<file path="src/common/uws_map.svh">
`ifndef UWS_MAP_SVH
`define UWS_MAP_SVH

// Primary opcode field and its two decoded values
`define UWS_OP_MSB 31
`define UWS_OP_LSB 26
`define UWS_OP_LEFT 6'h2A
`define UWS_OP_RIGHT 6'h2E

// Remaining instruction fields
`define UWS_BASE_MSB 25
`define UWS_BASE_LSB 21
`define UWS_SRC_MSB 20
`define UWS_SRC_LSB 16
`define UWS_DISP_MSB 15
`define UWS_DISP_LSB 0

// Widths
`define UWS_VA_W 64
`define UWS_PA_W 32
`define UWS_DISP_W 16
`define UWS_BUS_W 64

// Full word access type; right store asks for this minus the byte index
`define UWS_WORD_TYPE 2'h3

// Shift step per byte lane
`define UWS_BYTE_BITS 8

`endif

</file>
<file path="src/common/uws_pkg.sv">
`include "uws_map.svh"
`default_nettype none

package uws_pkg;

    typedef enum logic [1:0] {
        UWS_IDLE = 2'b00,
        UWS_XLAT = 2'b01,
        UWS_STORE = 2'b10
    } uws_state_t;

    typedef enum logic {
        UWS_KIND_LEFT = 1'b0,
        UWS_KIND_RIGHT = 1'b1
    } uws_kind_t;

    typedef struct packed {
        logic core_msb_first_flag;
        logic memory_msb_first_flag;
        logic swap_byte_order_flag;
    } uws_order_t;

    typedef struct packed {
        logic [`UWS_PA_W-1:0] addr;
        logic [1:0] acc_type;
        logic [`UWS_BUS_W-1:0] data;
    } uws_store_req_t;

endpackage

`default_nettype wire

</file>
<file path="src/uws_addr_gen.sv">
`include "uws_map.svh"
`default_nettype none

// Base plus sign-extended displacement
module uws_addr_gen (
    input wire logic [`UWS_VA_W-1:0] base_value,
    input wire logic [`UWS_DISP_W-1:0] displacement,
    output logic [`UWS_VA_W-1:0] virtual_byte_address
);
    wire [`UWS_VA_W-1:0] disp_ext;

    assign disp_ext = {{(`UWS_VA_W-`UWS_DISP_W){displacement[`UWS_DISP_W-1]}}, displacement};
    // Any byte may be addressed; no alignment check is made
    assign virtual_byte_address = base_value + disp_ext;
endmodule

`default_nettype wire

</file>
<file path="src/uws_lane_mux.sv">
`include "uws_map.svh"
`default_nettype none

// Byte index, access type, physical offset and bus data for one partial store
module uws_lane_mux
    import uws_pkg::*;
(
    input wire uws_pkg::uws_kind_t kind,
    input wire uws_pkg::uws_order_t order,
    input wire logic [2:0] va_lo,
    input wire logic [31:0] src_word,
    input wire logic [`UWS_PA_W-1:0] phys_addr,
    output uws_pkg::uws_store_req_t req
);
    wire [1:0] byte_idx;
    wire upper_half;
    wire [4:0] left_shift;
    wire [4:0] right_shift;
    wire [31:0] left_word;
    wire [31:0] right_word;
    wire [31:0] lane_word;
    wire [2:0] pa_lo_swapped;
    wire clear_lo;
    wire [`UWS_PA_W-1:0] req_addr;
    wire [1:0] req_type;
    wire [`UWS_BUS_W-1:0] req_data;

    assign byte_idx = va_lo[1:0] ^ {2{order.core_msb_first_flag}};
    assign upper_half = va_lo[2] ^ order.core_msb_first_flag;

    // Left: top bytes end at the lane index; right: low bytes start there
    assign left_shift = 5'(`UWS_BYTE_BITS * (3 - byte_idx));
    assign right_shift = 5'(`UWS_BYTE_BITS * byte_idx);
    assign left_word = src_word >> left_shift;
    assign right_word = src_word << right_shift;
    assign lane_word = (kind == UWS_KIND_LEFT) ? left_word : right_word;

    // Unused half stays zero so access type and address alone pick the lanes
    assign req_data = upper_half ? {lane_word, 32'h0000_0000} : {32'h0000_0000, lane_word};

    assign req_type = (kind == UWS_KIND_LEFT) ? byte_idx : (`UWS_WORD_TYPE - byte_idx);

    assign pa_lo_swapped = phys_addr[2:0] ^ {3{order.swap_byte_order_flag}};
    assign clear_lo = (kind == UWS_KIND_LEFT) ? !order.memory_msb_first_flag
                                               : order.memory_msb_first_flag;
    assign req_addr = {phys_addr[`UWS_PA_W-1:3], pa_lo_swapped[2],
                       clear_lo ? 2'b00 : pa_lo_swapped[1:0]};
    // One driver for the whole request word
    assign req = {req_addr, req_type, req_data};
endmodule

`default_nettype wire

</file>
<file path="src/uws_top.sv">
// Operation
// - Left store decoded from opcode 101010
// - Address is base plus sign-extended displacement
// - Only the word holding start byte changes
// - Left: top source byte at address, downward
// - Right: low source byte at address, upward
// - No alignment address error ever raised
// - Left, lsb-first memory: clear address bits 1:0
// - Right, msb-first memory: clear address bits 1:0
// - Bus half picked by addr bit2 xor core
// - Left type is byte index, data shifted down
// - Right type three minus index, data shifted up
// - Left offsets follow the little-core table
// - Right offsets follow the little-core table
`include "uws_map.svh"
`default_nettype none

module uws_top (
    input wire logic clock,
    input wire logic rst_b,
    input wire logic instr_valid,
    input wire logic [31:0] instr_word,
    input wire logic [`UWS_VA_W-1:0] base_value,
    input wire logic [`UWS_VA_W-1:0] source_value,
    input wire uws_pkg::uws_order_t order_in,
    output logic instr_ready,
    output logic xlat_valid,
    output logic [`UWS_VA_W-1:0] xlat_virtual_byte_address,
    input wire logic xlat_ack,
    input wire logic [`UWS_PA_W-1:0] xlat_paddr,
    output logic mem_valid,
    output uws_pkg::uws_store_req_t mem_req,
    input wire logic mem_ready
);
    import uws_pkg::*;

    // Reset release through two flops
    logic rst_meta_b;
    logic rst_sync_b;

    always_ff @(posedge clock or negedge rst_b) begin
        if (!rst_b) begin
            rst_meta_b <= 1'b0;
            rst_sync_b <= 1'b0;
        end else begin
            rst_meta_b <= 1'b1;
            rst_sync_b <= rst_meta_b;
        end
    end

    function automatic logic is_partial_store(input logic [5:0] op);
        is_partial_store = (op == `UWS_OP_LEFT) || (op == `UWS_OP_RIGHT);
    endfunction

    uws_state_t state;
    uws_state_t next_state;
    uws_kind_t kind;
    uws_order_t order;
    logic [2:0] va_lo;
    logic [31:0] src_word;

    wire [5:0] opcode;
    wire [`UWS_DISP_W-1:0] displacement;
    wire [`UWS_VA_W-1:0] virtual_byte_address_calc;
    wire take;
    wire xlat_done;
    wire store_done;
    wire uws_kind_t kind_calc;
    uws_store_req_t req_calc;

    assign opcode = instr_word[`UWS_OP_MSB:`UWS_OP_LSB];
    assign displacement = instr_word[`UWS_DISP_MSB:`UWS_DISP_LSB];
    // Other opcodes are ignored, never half-started
    assign take = instr_valid && instr_ready && is_partial_store(opcode);
    assign kind_calc = (opcode == `UWS_OP_LEFT) ? UWS_KIND_LEFT : UWS_KIND_RIGHT;
    assign xlat_done = xlat_valid && xlat_ack;
    assign store_done = mem_valid && mem_ready;

    uws_addr_gen u_addr_gen (
        .base_value(base_value),
        .displacement(displacement),
        .virtual_byte_address(virtual_byte_address_calc)
    );

    uws_lane_mux u_lane_mux (
        .kind(kind),
        .order(order),
        .va_lo(va_lo),
        .src_word(src_word),
        .phys_addr(xlat_paddr),
        .req(req_calc)
    );

    always_comb begin
        next_state = state;
        case (state)
            UWS_IDLE: begin
                if (take) begin
                    next_state = UWS_XLAT;
                end
            end
            UWS_XLAT: begin
                if (xlat_ack) begin
                    next_state = UWS_STORE;
                end
            end
            UWS_STORE: begin
                if (mem_ready) begin
                    next_state = UWS_IDLE;
                end
            end
            default: begin
                next_state = UWS_IDLE;
            end
        endcase
    end

    wire next_ready;
    wire next_xlat_valid;
    wire next_mem_valid;

    assign next_ready = (next_state == UWS_IDLE);
    assign next_xlat_valid = (next_state == UWS_XLAT);
    assign next_mem_valid = (next_state == UWS_STORE);

    always_ff @(posedge clock or negedge rst_sync_b) begin
        if (!rst_sync_b) begin
            state <= UWS_IDLE;
            instr_ready <= 1'b0;
            xlat_valid <= 1'b0;
            mem_valid <= 1'b0;
        end else begin
            state <= next_state;
            instr_ready <= next_ready;
            xlat_valid <= next_xlat_valid;
            mem_valid <= next_mem_valid;
        end
    end

    // Operands held from issue so the pipeline may move on meanwhile
    always_ff @(posedge clock or negedge rst_sync_b) begin
        if (!rst_sync_b) begin
            kind <= UWS_KIND_LEFT;
            order <= '0;
            va_lo <= 3'h0;
            src_word <= 32'h0000_0000;
            xlat_virtual_byte_address <= '0;
        end else if (take) begin
            kind <= kind_calc;
            order <= order_in;
            va_lo <= virtual_byte_address_calc[2:0];
            src_word <= source_value[31:0];
            xlat_virtual_byte_address <= virtual_byte_address_calc;
        end
    end

    // One access per instruction, confined to one aligned word
    always_ff @(posedge clock or negedge rst_sync_b) begin
        if (!rst_sync_b) begin
            mem_req <= '0;
        end else if (xlat_done) begin
            mem_req <= req_calc;
        end
    end

    wire [1:0] held_idx;
    wire held_upper;
    wire [31:0] bus_word;
    wire [4:0] held_left_shift;
    wire [4:0] held_right_shift;

    assign held_idx = va_lo[1:0] ^ {2{order.core_msb_first_flag}};
    assign held_upper = va_lo[2] ^ order.core_msb_first_flag;
    assign bus_word = held_upper ? mem_req.data[63:32] : mem_req.data[31:0];
    assign held_left_shift = 5'(`UWS_BYTE_BITS * (3 - held_idx));
    assign held_right_shift = 5'(`UWS_BYTE_BITS * held_idx);

    wire left_store;
    wire right_store;

    assign left_store = mem_valid && (kind == UWS_KIND_LEFT);
    assign right_store = mem_valid && (kind == UWS_KIND_RIGHT);
endmodule

`default_nettype wire

</file>
<file path="config.mk">
export PLATFORM = sky130hd
export DESIGN_NAME = uws_top
export DESIGN_NICKNAME = d
export VERILOG_FILES = /design/src/common/uws_pkg.sv /design/src/uws_addr_gen.sv /design/src/uws_lane_mux.sv /design/src/uws_top.sv
export VERILOG_INCLUDE_DIRS = /design/src /design/src/common
export SDC_FILE = /design/constraint.sdc
export NUM_CORES = 1
export LEC_CHECK = 0
export BUFFER_PORTS_ARGS = -buffer_cell sky130_fd_sc_hd__buf_2
export CAP_MARGIN = 20
export CORE_UTILIZATION = 53
export CTS_CLUSTER_SIZE = 8
export DETAILED_ROUTE_END_ITERATION = 10
export PLACE_DENSITY = 0.82
export SLEW_MARGIN = 10
export SYNTH_ARGS = -nofsm -noshare
export SYNTH_HDL_FRONTEND = slang
export SYNTH_SLANG_ARGS = --single-unit
</file>
<file path="constraint.sdc">
create_clock -name clock -period 6.9 [get_ports clock]
set_input_delay 0.345 -clock clock [delete_from_list [all_inputs] [get_ports clock]]
set_output_delay 0.345 -clock clock [all_outputs]
set_load 0.02 [all_outputs]
</file>
# ---- Word level (Yosys, flattened, before mapping)
# Cells that the tools add are included.
dict set report totals {
  n_memories 0
  regBits 208
  ram_bits 0
  wordCells 47
  latchBits 0
  out_inout_bits 165
  inputBits 200
  rom_bits 0
}
dict set report op_classes {
  eq_ne 6
  magnitude_cmp 0
  n_addsub 3
  n_mux 10
  shifts 2
  bitwise 3
  n_mul 0
  n_div 0
  reduce_logical 7
}
# op n
set ops {}
lappend ops {{$add A64 B64 Y64} 1}
lappend ops {{$mux W64} 1}
lappend ops {{$mux W32} 1}
lappend ops {{$shl A32 B5 Y32} 1}
lappend ops {{$shr A32 B5 Y32} 1}
lappend ops {{$eq A6 B6 Y1 const B} 2}
lappend ops {{$mux W2} 5}
lappend ops {{$pmux W2 S3} 1}
lappend ops {{$eq A2 B1 Y1 const B} 2}
lappend ops {{$eq A2 B2 Y1 const B} 2}
lappend ops {{$logic_not A2 Y1} 2}
lappend ops {{$sub A2 B2 Y2 const A} 2}
lappend ops {{$logic_and A1 B1 Y1} 3}
lappend ops {{$xor A3 B3 Y3} 1}
lappend ops {{$mux W1} 2}
lappend ops {{$xor A2 B2 Y2} 1}
lappend ops {{$logic_not A1 Y1} 1}
lappend ops {{$logic_or A1 B1 Y1} 1}
lappend ops {{$xor A1 B1 Y1} 1}

# ---- Depth between registers and ports, before layout
dict set report logic_depth {
  word_depth 6
  depth_mapped 12
  ltp_nobuf 12
}

# ---- By module
# A second synthesis with hierarchy kept.
dict set report hier_totals {
  hier_cells 1389
  hier_area_um2 14278.7
}
# module area_each_um2 n_inst seq_area_each_um2 cells_per_inst
set by_module_without_submodules {}
lappend by_module_without_submodules {uws_top 7938.9 1 5129.9 440}
lappend by_module_without_submodules {uws_addr_gen 4063.9 1 0.0 615}
lappend by_module_without_submodules {uws_lane_mux 2275.9 1 0.0 334}

# ---- Least setup slack after synthesis
# OpenSTA, ideal clock, no wires.
dict set report synth_path {
  path_type {input to register}
  start {in instr_word[0]}
  end {reg xlat_virtual_byte_address[48]}
  setup_ns 0.130
  path_slack_ns 3.813
  required_ns 6.770
  arrival_time_ns 2.957
  path_stages 12
  path_cell_list {ha_1 > fa_1 > a21o_1 > a221oi_1 > or4_1 > a211oi_2 > nor2_1 > o21ai_2 > a311oi_1 > o21bai_1 > xnor2_1 > o21ai_1}
}
dict set report synth_via {
  elab_chain_len 1
}
# item line
set synth_rtl {}
lappend synth_rtl {{start, declared} uws_top.sv:22} ;# input wire logic [31:0] instr_word,
lappend synth_rtl {{$add A64 B64 Y64} uws_addr_gen.sv:14} ;# assign virtual_byte_address = base_value + disp_ext;
lappend synth_rtl {{end signal, assigned} uws_top.sv:153} ;# xlat_virtual_byte_address <= virtual_byte_address_calc;
lappend synth_rtl {{end, declared} uws_top.sv:28} ;# output logic [`UWS_VA_W-1:0] xlat_virtual_byte_address,
# No other way between the ends.
# A chain may end at the register's enable or synchronous reset.

# ---- Worst setup path after layout
dict set report layout_path {
  start {in instr_word[15]}
  end {reg xlat_virtual_byte_address[45]}
}
# Same word-level chain as after synthesis.

==> results.md <==
* Crit. End Element: register
* 1st-iter DRT viols at between 1,000 and 1,500
* Number of synthesis warnings at 0
* WP buf/inv at 2
* Yosys top cell by area: dfrtp_1
* Combinational power share at between 30% and 40%
* Fraction of registers with async set or reset after synthesis at 100%
* R2R depth at 7
* Post-synth EDFFs at 0
* Number of cells on the critical path at 13
* Worst skew pair latency at 0.53 ns
* Outcome: finished, final reports clean
* Setup_tns at 0 ns
* Initial antenna violation count at 3
* I/O Buffers at between 300 and 400
* Worst setup path endpoint: xlat_virtual_byte_address[45]
* Htree depth at 1
* Most common cell after layout, fill and taps aside: nand2_1
* Critical Path Fanout Max at a little under 50
* Leading cell types in the layout, fill and taps excluded: 346 x nand2_1, 322 x buf_2, 204 x dfrtp_1, 186 x o21ai_0, 85 x a21oi_1
* WP data required at ~7.3 ns
* Cts bufs inserted at 29
* Routed vias/inst at 5.89
* Sw Pwr at around 1.6 mW
* Initial Util at about 55%
* Total gr overflow at 0
* Die span in y at ~150 um
* Clock share of power at about 29%
* Share of cells above drive strength 1 at between 20 and 25%
* Leakage at around 7.5 nW
* PwrDens at roughly 290 nW/um2
* Resized cells post-CTS at 0
* Syn Inst Count at 1,397
* Clock buffer depth at 3
* Largest net degree at the start of global routing at roughly 110
* CP most frequent cell: o31ai_1
* Crit-path cells: buf_2 -> buf_4 -> ha_1 -> a21oi_1 -> o211ai_1 -> a221oi_1 -> o21a_1 -> nor4_1 -> o31ai_1 -> o31ai_1 -> a311oi_1 -> xor2_1 -> o21ai_1
* Area grow syn2layout at 21.3%
* Dpl hpwl at ~26 mm
* Switching Share at ~37%
* Post-route clock skew at roughly 0.013 ns
* Chip width at 153 um
* Worst hold path type: input pin to register
* Sequential power share at a little under two fifths
* Die ar. at roughly 23,000 um2
* Fin crit period at approximately 3.5 ns
* Placed cell count at between 1,500 and 2,000
* Sequential share of the synthesized area at 42.4%
* Slowest cell on crit path: o31ai_1
* Crit path launch type: input pin
* Synth top area cells: dfrtp_1 42%, nand2_1 11%, o21ai_0 7.7%
* CP startpoint: instr_word[15]
* CP top delay family: compound AO/OA/AOI/OAI gates
* Placer Congestion at ~0.94
* Root Buffer: clkbuf_16
* Fin cells at approximately 2,000
* Highest clock rate at 289 MHz
* Core Region at 22,100 um2
* Share of the synthesized area in the top cell type at 42.4%
* Final period util at about half
* First-pass GRT wire length at around 56 mm
* Post-detailed-route count of antenna-violating nets at 0
* Worst endpoint data arrival time at ~3.9 ns
* Max-cap viol count at 0
* Vias post-DR at about 12,000
* Synth unique cells at 65
* Reg2Reg Capture Point: mem_req[15]
* FP Rows at 54
* Syn nets at approximately 1,700
* Final Instance Area at 14,700 um2
* CTS clock-pin slew for the worst setup and hold paths at about 0.05 ns
* VDD IR max at ~0.00019 V
* Fin. max-slew vios at 0
* Slew @ Worst Pin at 1.16 ns
* Final setup violation count at 0
* DR WL/cell at between 15 and 20 um
* Synthesized area at around 12,000 um2
* Remaining DRCs at 0
* Hold Vio Cnt, Final at 0
* CTS Sinks at a little over 200
* Slew HR at about 23%
* Avg Synthesized Cell Area at 8.66 um2
* I/O pins at roughly 370
* Yosys reg bits at 205
* Reg-to-Reg Start: order[2]
* Drt pass-1 iters at 6
* Cell Int Power at about 2.7 mW
* WS Path Type: input pin to register
* Crit-path max cell delay at ~0.52 ns
* Layout Nets at roughly 1,900
* Cell Area, Placed at 13,800 um2
* Worst reg2reg setup slack at between 4 and 5 ns
* Gr usage total at about 30%
* Routed WL at roughly 35 mm
* Vias in the first global route at between 10,000 and 15,000
* Unrepaired setup endpoints after global routing: false
* Main synth FF type: dfrtp_1
* CTS tree: done
* PnR Total Power at between 4 and 5 mW
==> per-layer routing <==
metal,share of wire (%),vias to the layer above,track usage [%]
li1,-,5475,-
met1,41,5431,38.5
met2,48,582,50.4
met3,8.3,79,5.56
met4,2.6,4,8.18
met5,0.077,-,0
==> tightest hold or removal path, cell delays in order <==
cell     delay, ns
buf_2         0.07
nand2_1       0.04
nand2_1       0.04
==> stage by stage <==
step	hold WS [ns]	worst slack (ns)	util (%)
2_1_floorplan	0.0494	0.764	-
3_3_place_gp	0.130	2.95	62.7
3_5_place_dp	0.133	2.89	62.7
4_1_cts	0.00329	3.45	66.1
5_1_grt	0.00529	3.10	66.4
6_report	0.0120	3.44	66.4
==> layout make-up <==
| cell class | instances | area, um2 |
|---|---|---|
| well taps | 280 | 350 |
| fillers | 1792 | 7420 |
| repair buffers | 336 | 1760 |
| flip-flops and latches | 205 | 5130 |
| diodes | 1 | 2.50 |
| clock buffers | 32 | 747 |
| multi-input cells | 1096 | 6630 |
| inverters | 14 | 52.6 |
==> cells by family after synthesis <==
family / after synthesis / synth area share, %
buf+inv: 96 / 3.06
compound gates: 429 / 21.6
mux: 54 / 4.78
xor+xnor: 72 / 5.21
simple gates: 476 / 16.2
fa+ha+maj: 64 / 6.68
flops: 205 / 42.4
other cells: 1 / 0.0310
==> flip-flops by register name, indices dropped and copies added (netlist names), 2 cells and up <==
signal                     flops
mem_req                       98
xlat_virtual_byte_address     64
src_word                      32
order                          3
state                          2
==> how the worst min path moves through the flow <==
stage | to | cells after the start | slack (ns) | startpoint
floorplan | rst_meta_b | 0 | 0.05 | rst_b
global placement | rst_meta_b | 1 | 0.13 | rst_b
detailed placement | rst_meta_b | 1 | 0.13 | rst_b
CTS | src_word[29] | 3 | 0.003 | source_value[29]
global route | src_word[31] | 3 | 0.005 | source_value[31]
finish | src_word[31] | 3 | 0.01 | source_value[31]
==> what timing repair did <==
action | in CTS | in global routing
hold endpoints to repair | 2 | 0
buffers inserted | 0 | 0
hold buffers | 1 | 0
==> power by group through the flow <==
stage | Combinational [mW] | Clock [mW] | Sequential, mW
finish | 1.43 | 1.22 | 1.58
global route | 1.56 | 1.29 | 1.61
CTS | 1.41 | 1.24 | 1.58
detailed placement | 1.40 | 0 | 1.59
global placement | 1.37 | 0 | 1.59
floorplan | 0.718 | 0 | 1.79
==> synthesized netlist by cell type (2+ instances only) <==
cell type / number
a21oi_1: 85
a21o_1: 32
a22oi_1: 16
o211ai_1: 6
clkbuf_1: 69
and3_1: 5
xnor2_1: 43
o21ai_1: 13
o21ai_0: 186
mux2i_1: 24
nor2_1: 51
nor3_1: 12
ha_1: 63
nand2b_1: 4
a211oi_1: 4
inv_1: 14
a221oi_1: 2
nor2b_1: 4
a31oi_1: 9
buf_2: 5
buf_1: 7
nand3_1: 16
a311oi_1: 4
or3_1: 5
xor2_1: 29
or4_1: 2
o21ai_2: 2
o21a_1: 7
a211oi_2: 2
o22ai_1: 4
o31ai_1: 8
mux2_2: 30
a22o_1: 16
or2_2: 3
dfrtp_1: 205
nand4_1: 21
o21bai_1: 15
nand2_1: 347
(Power assumes the default switching activity.)
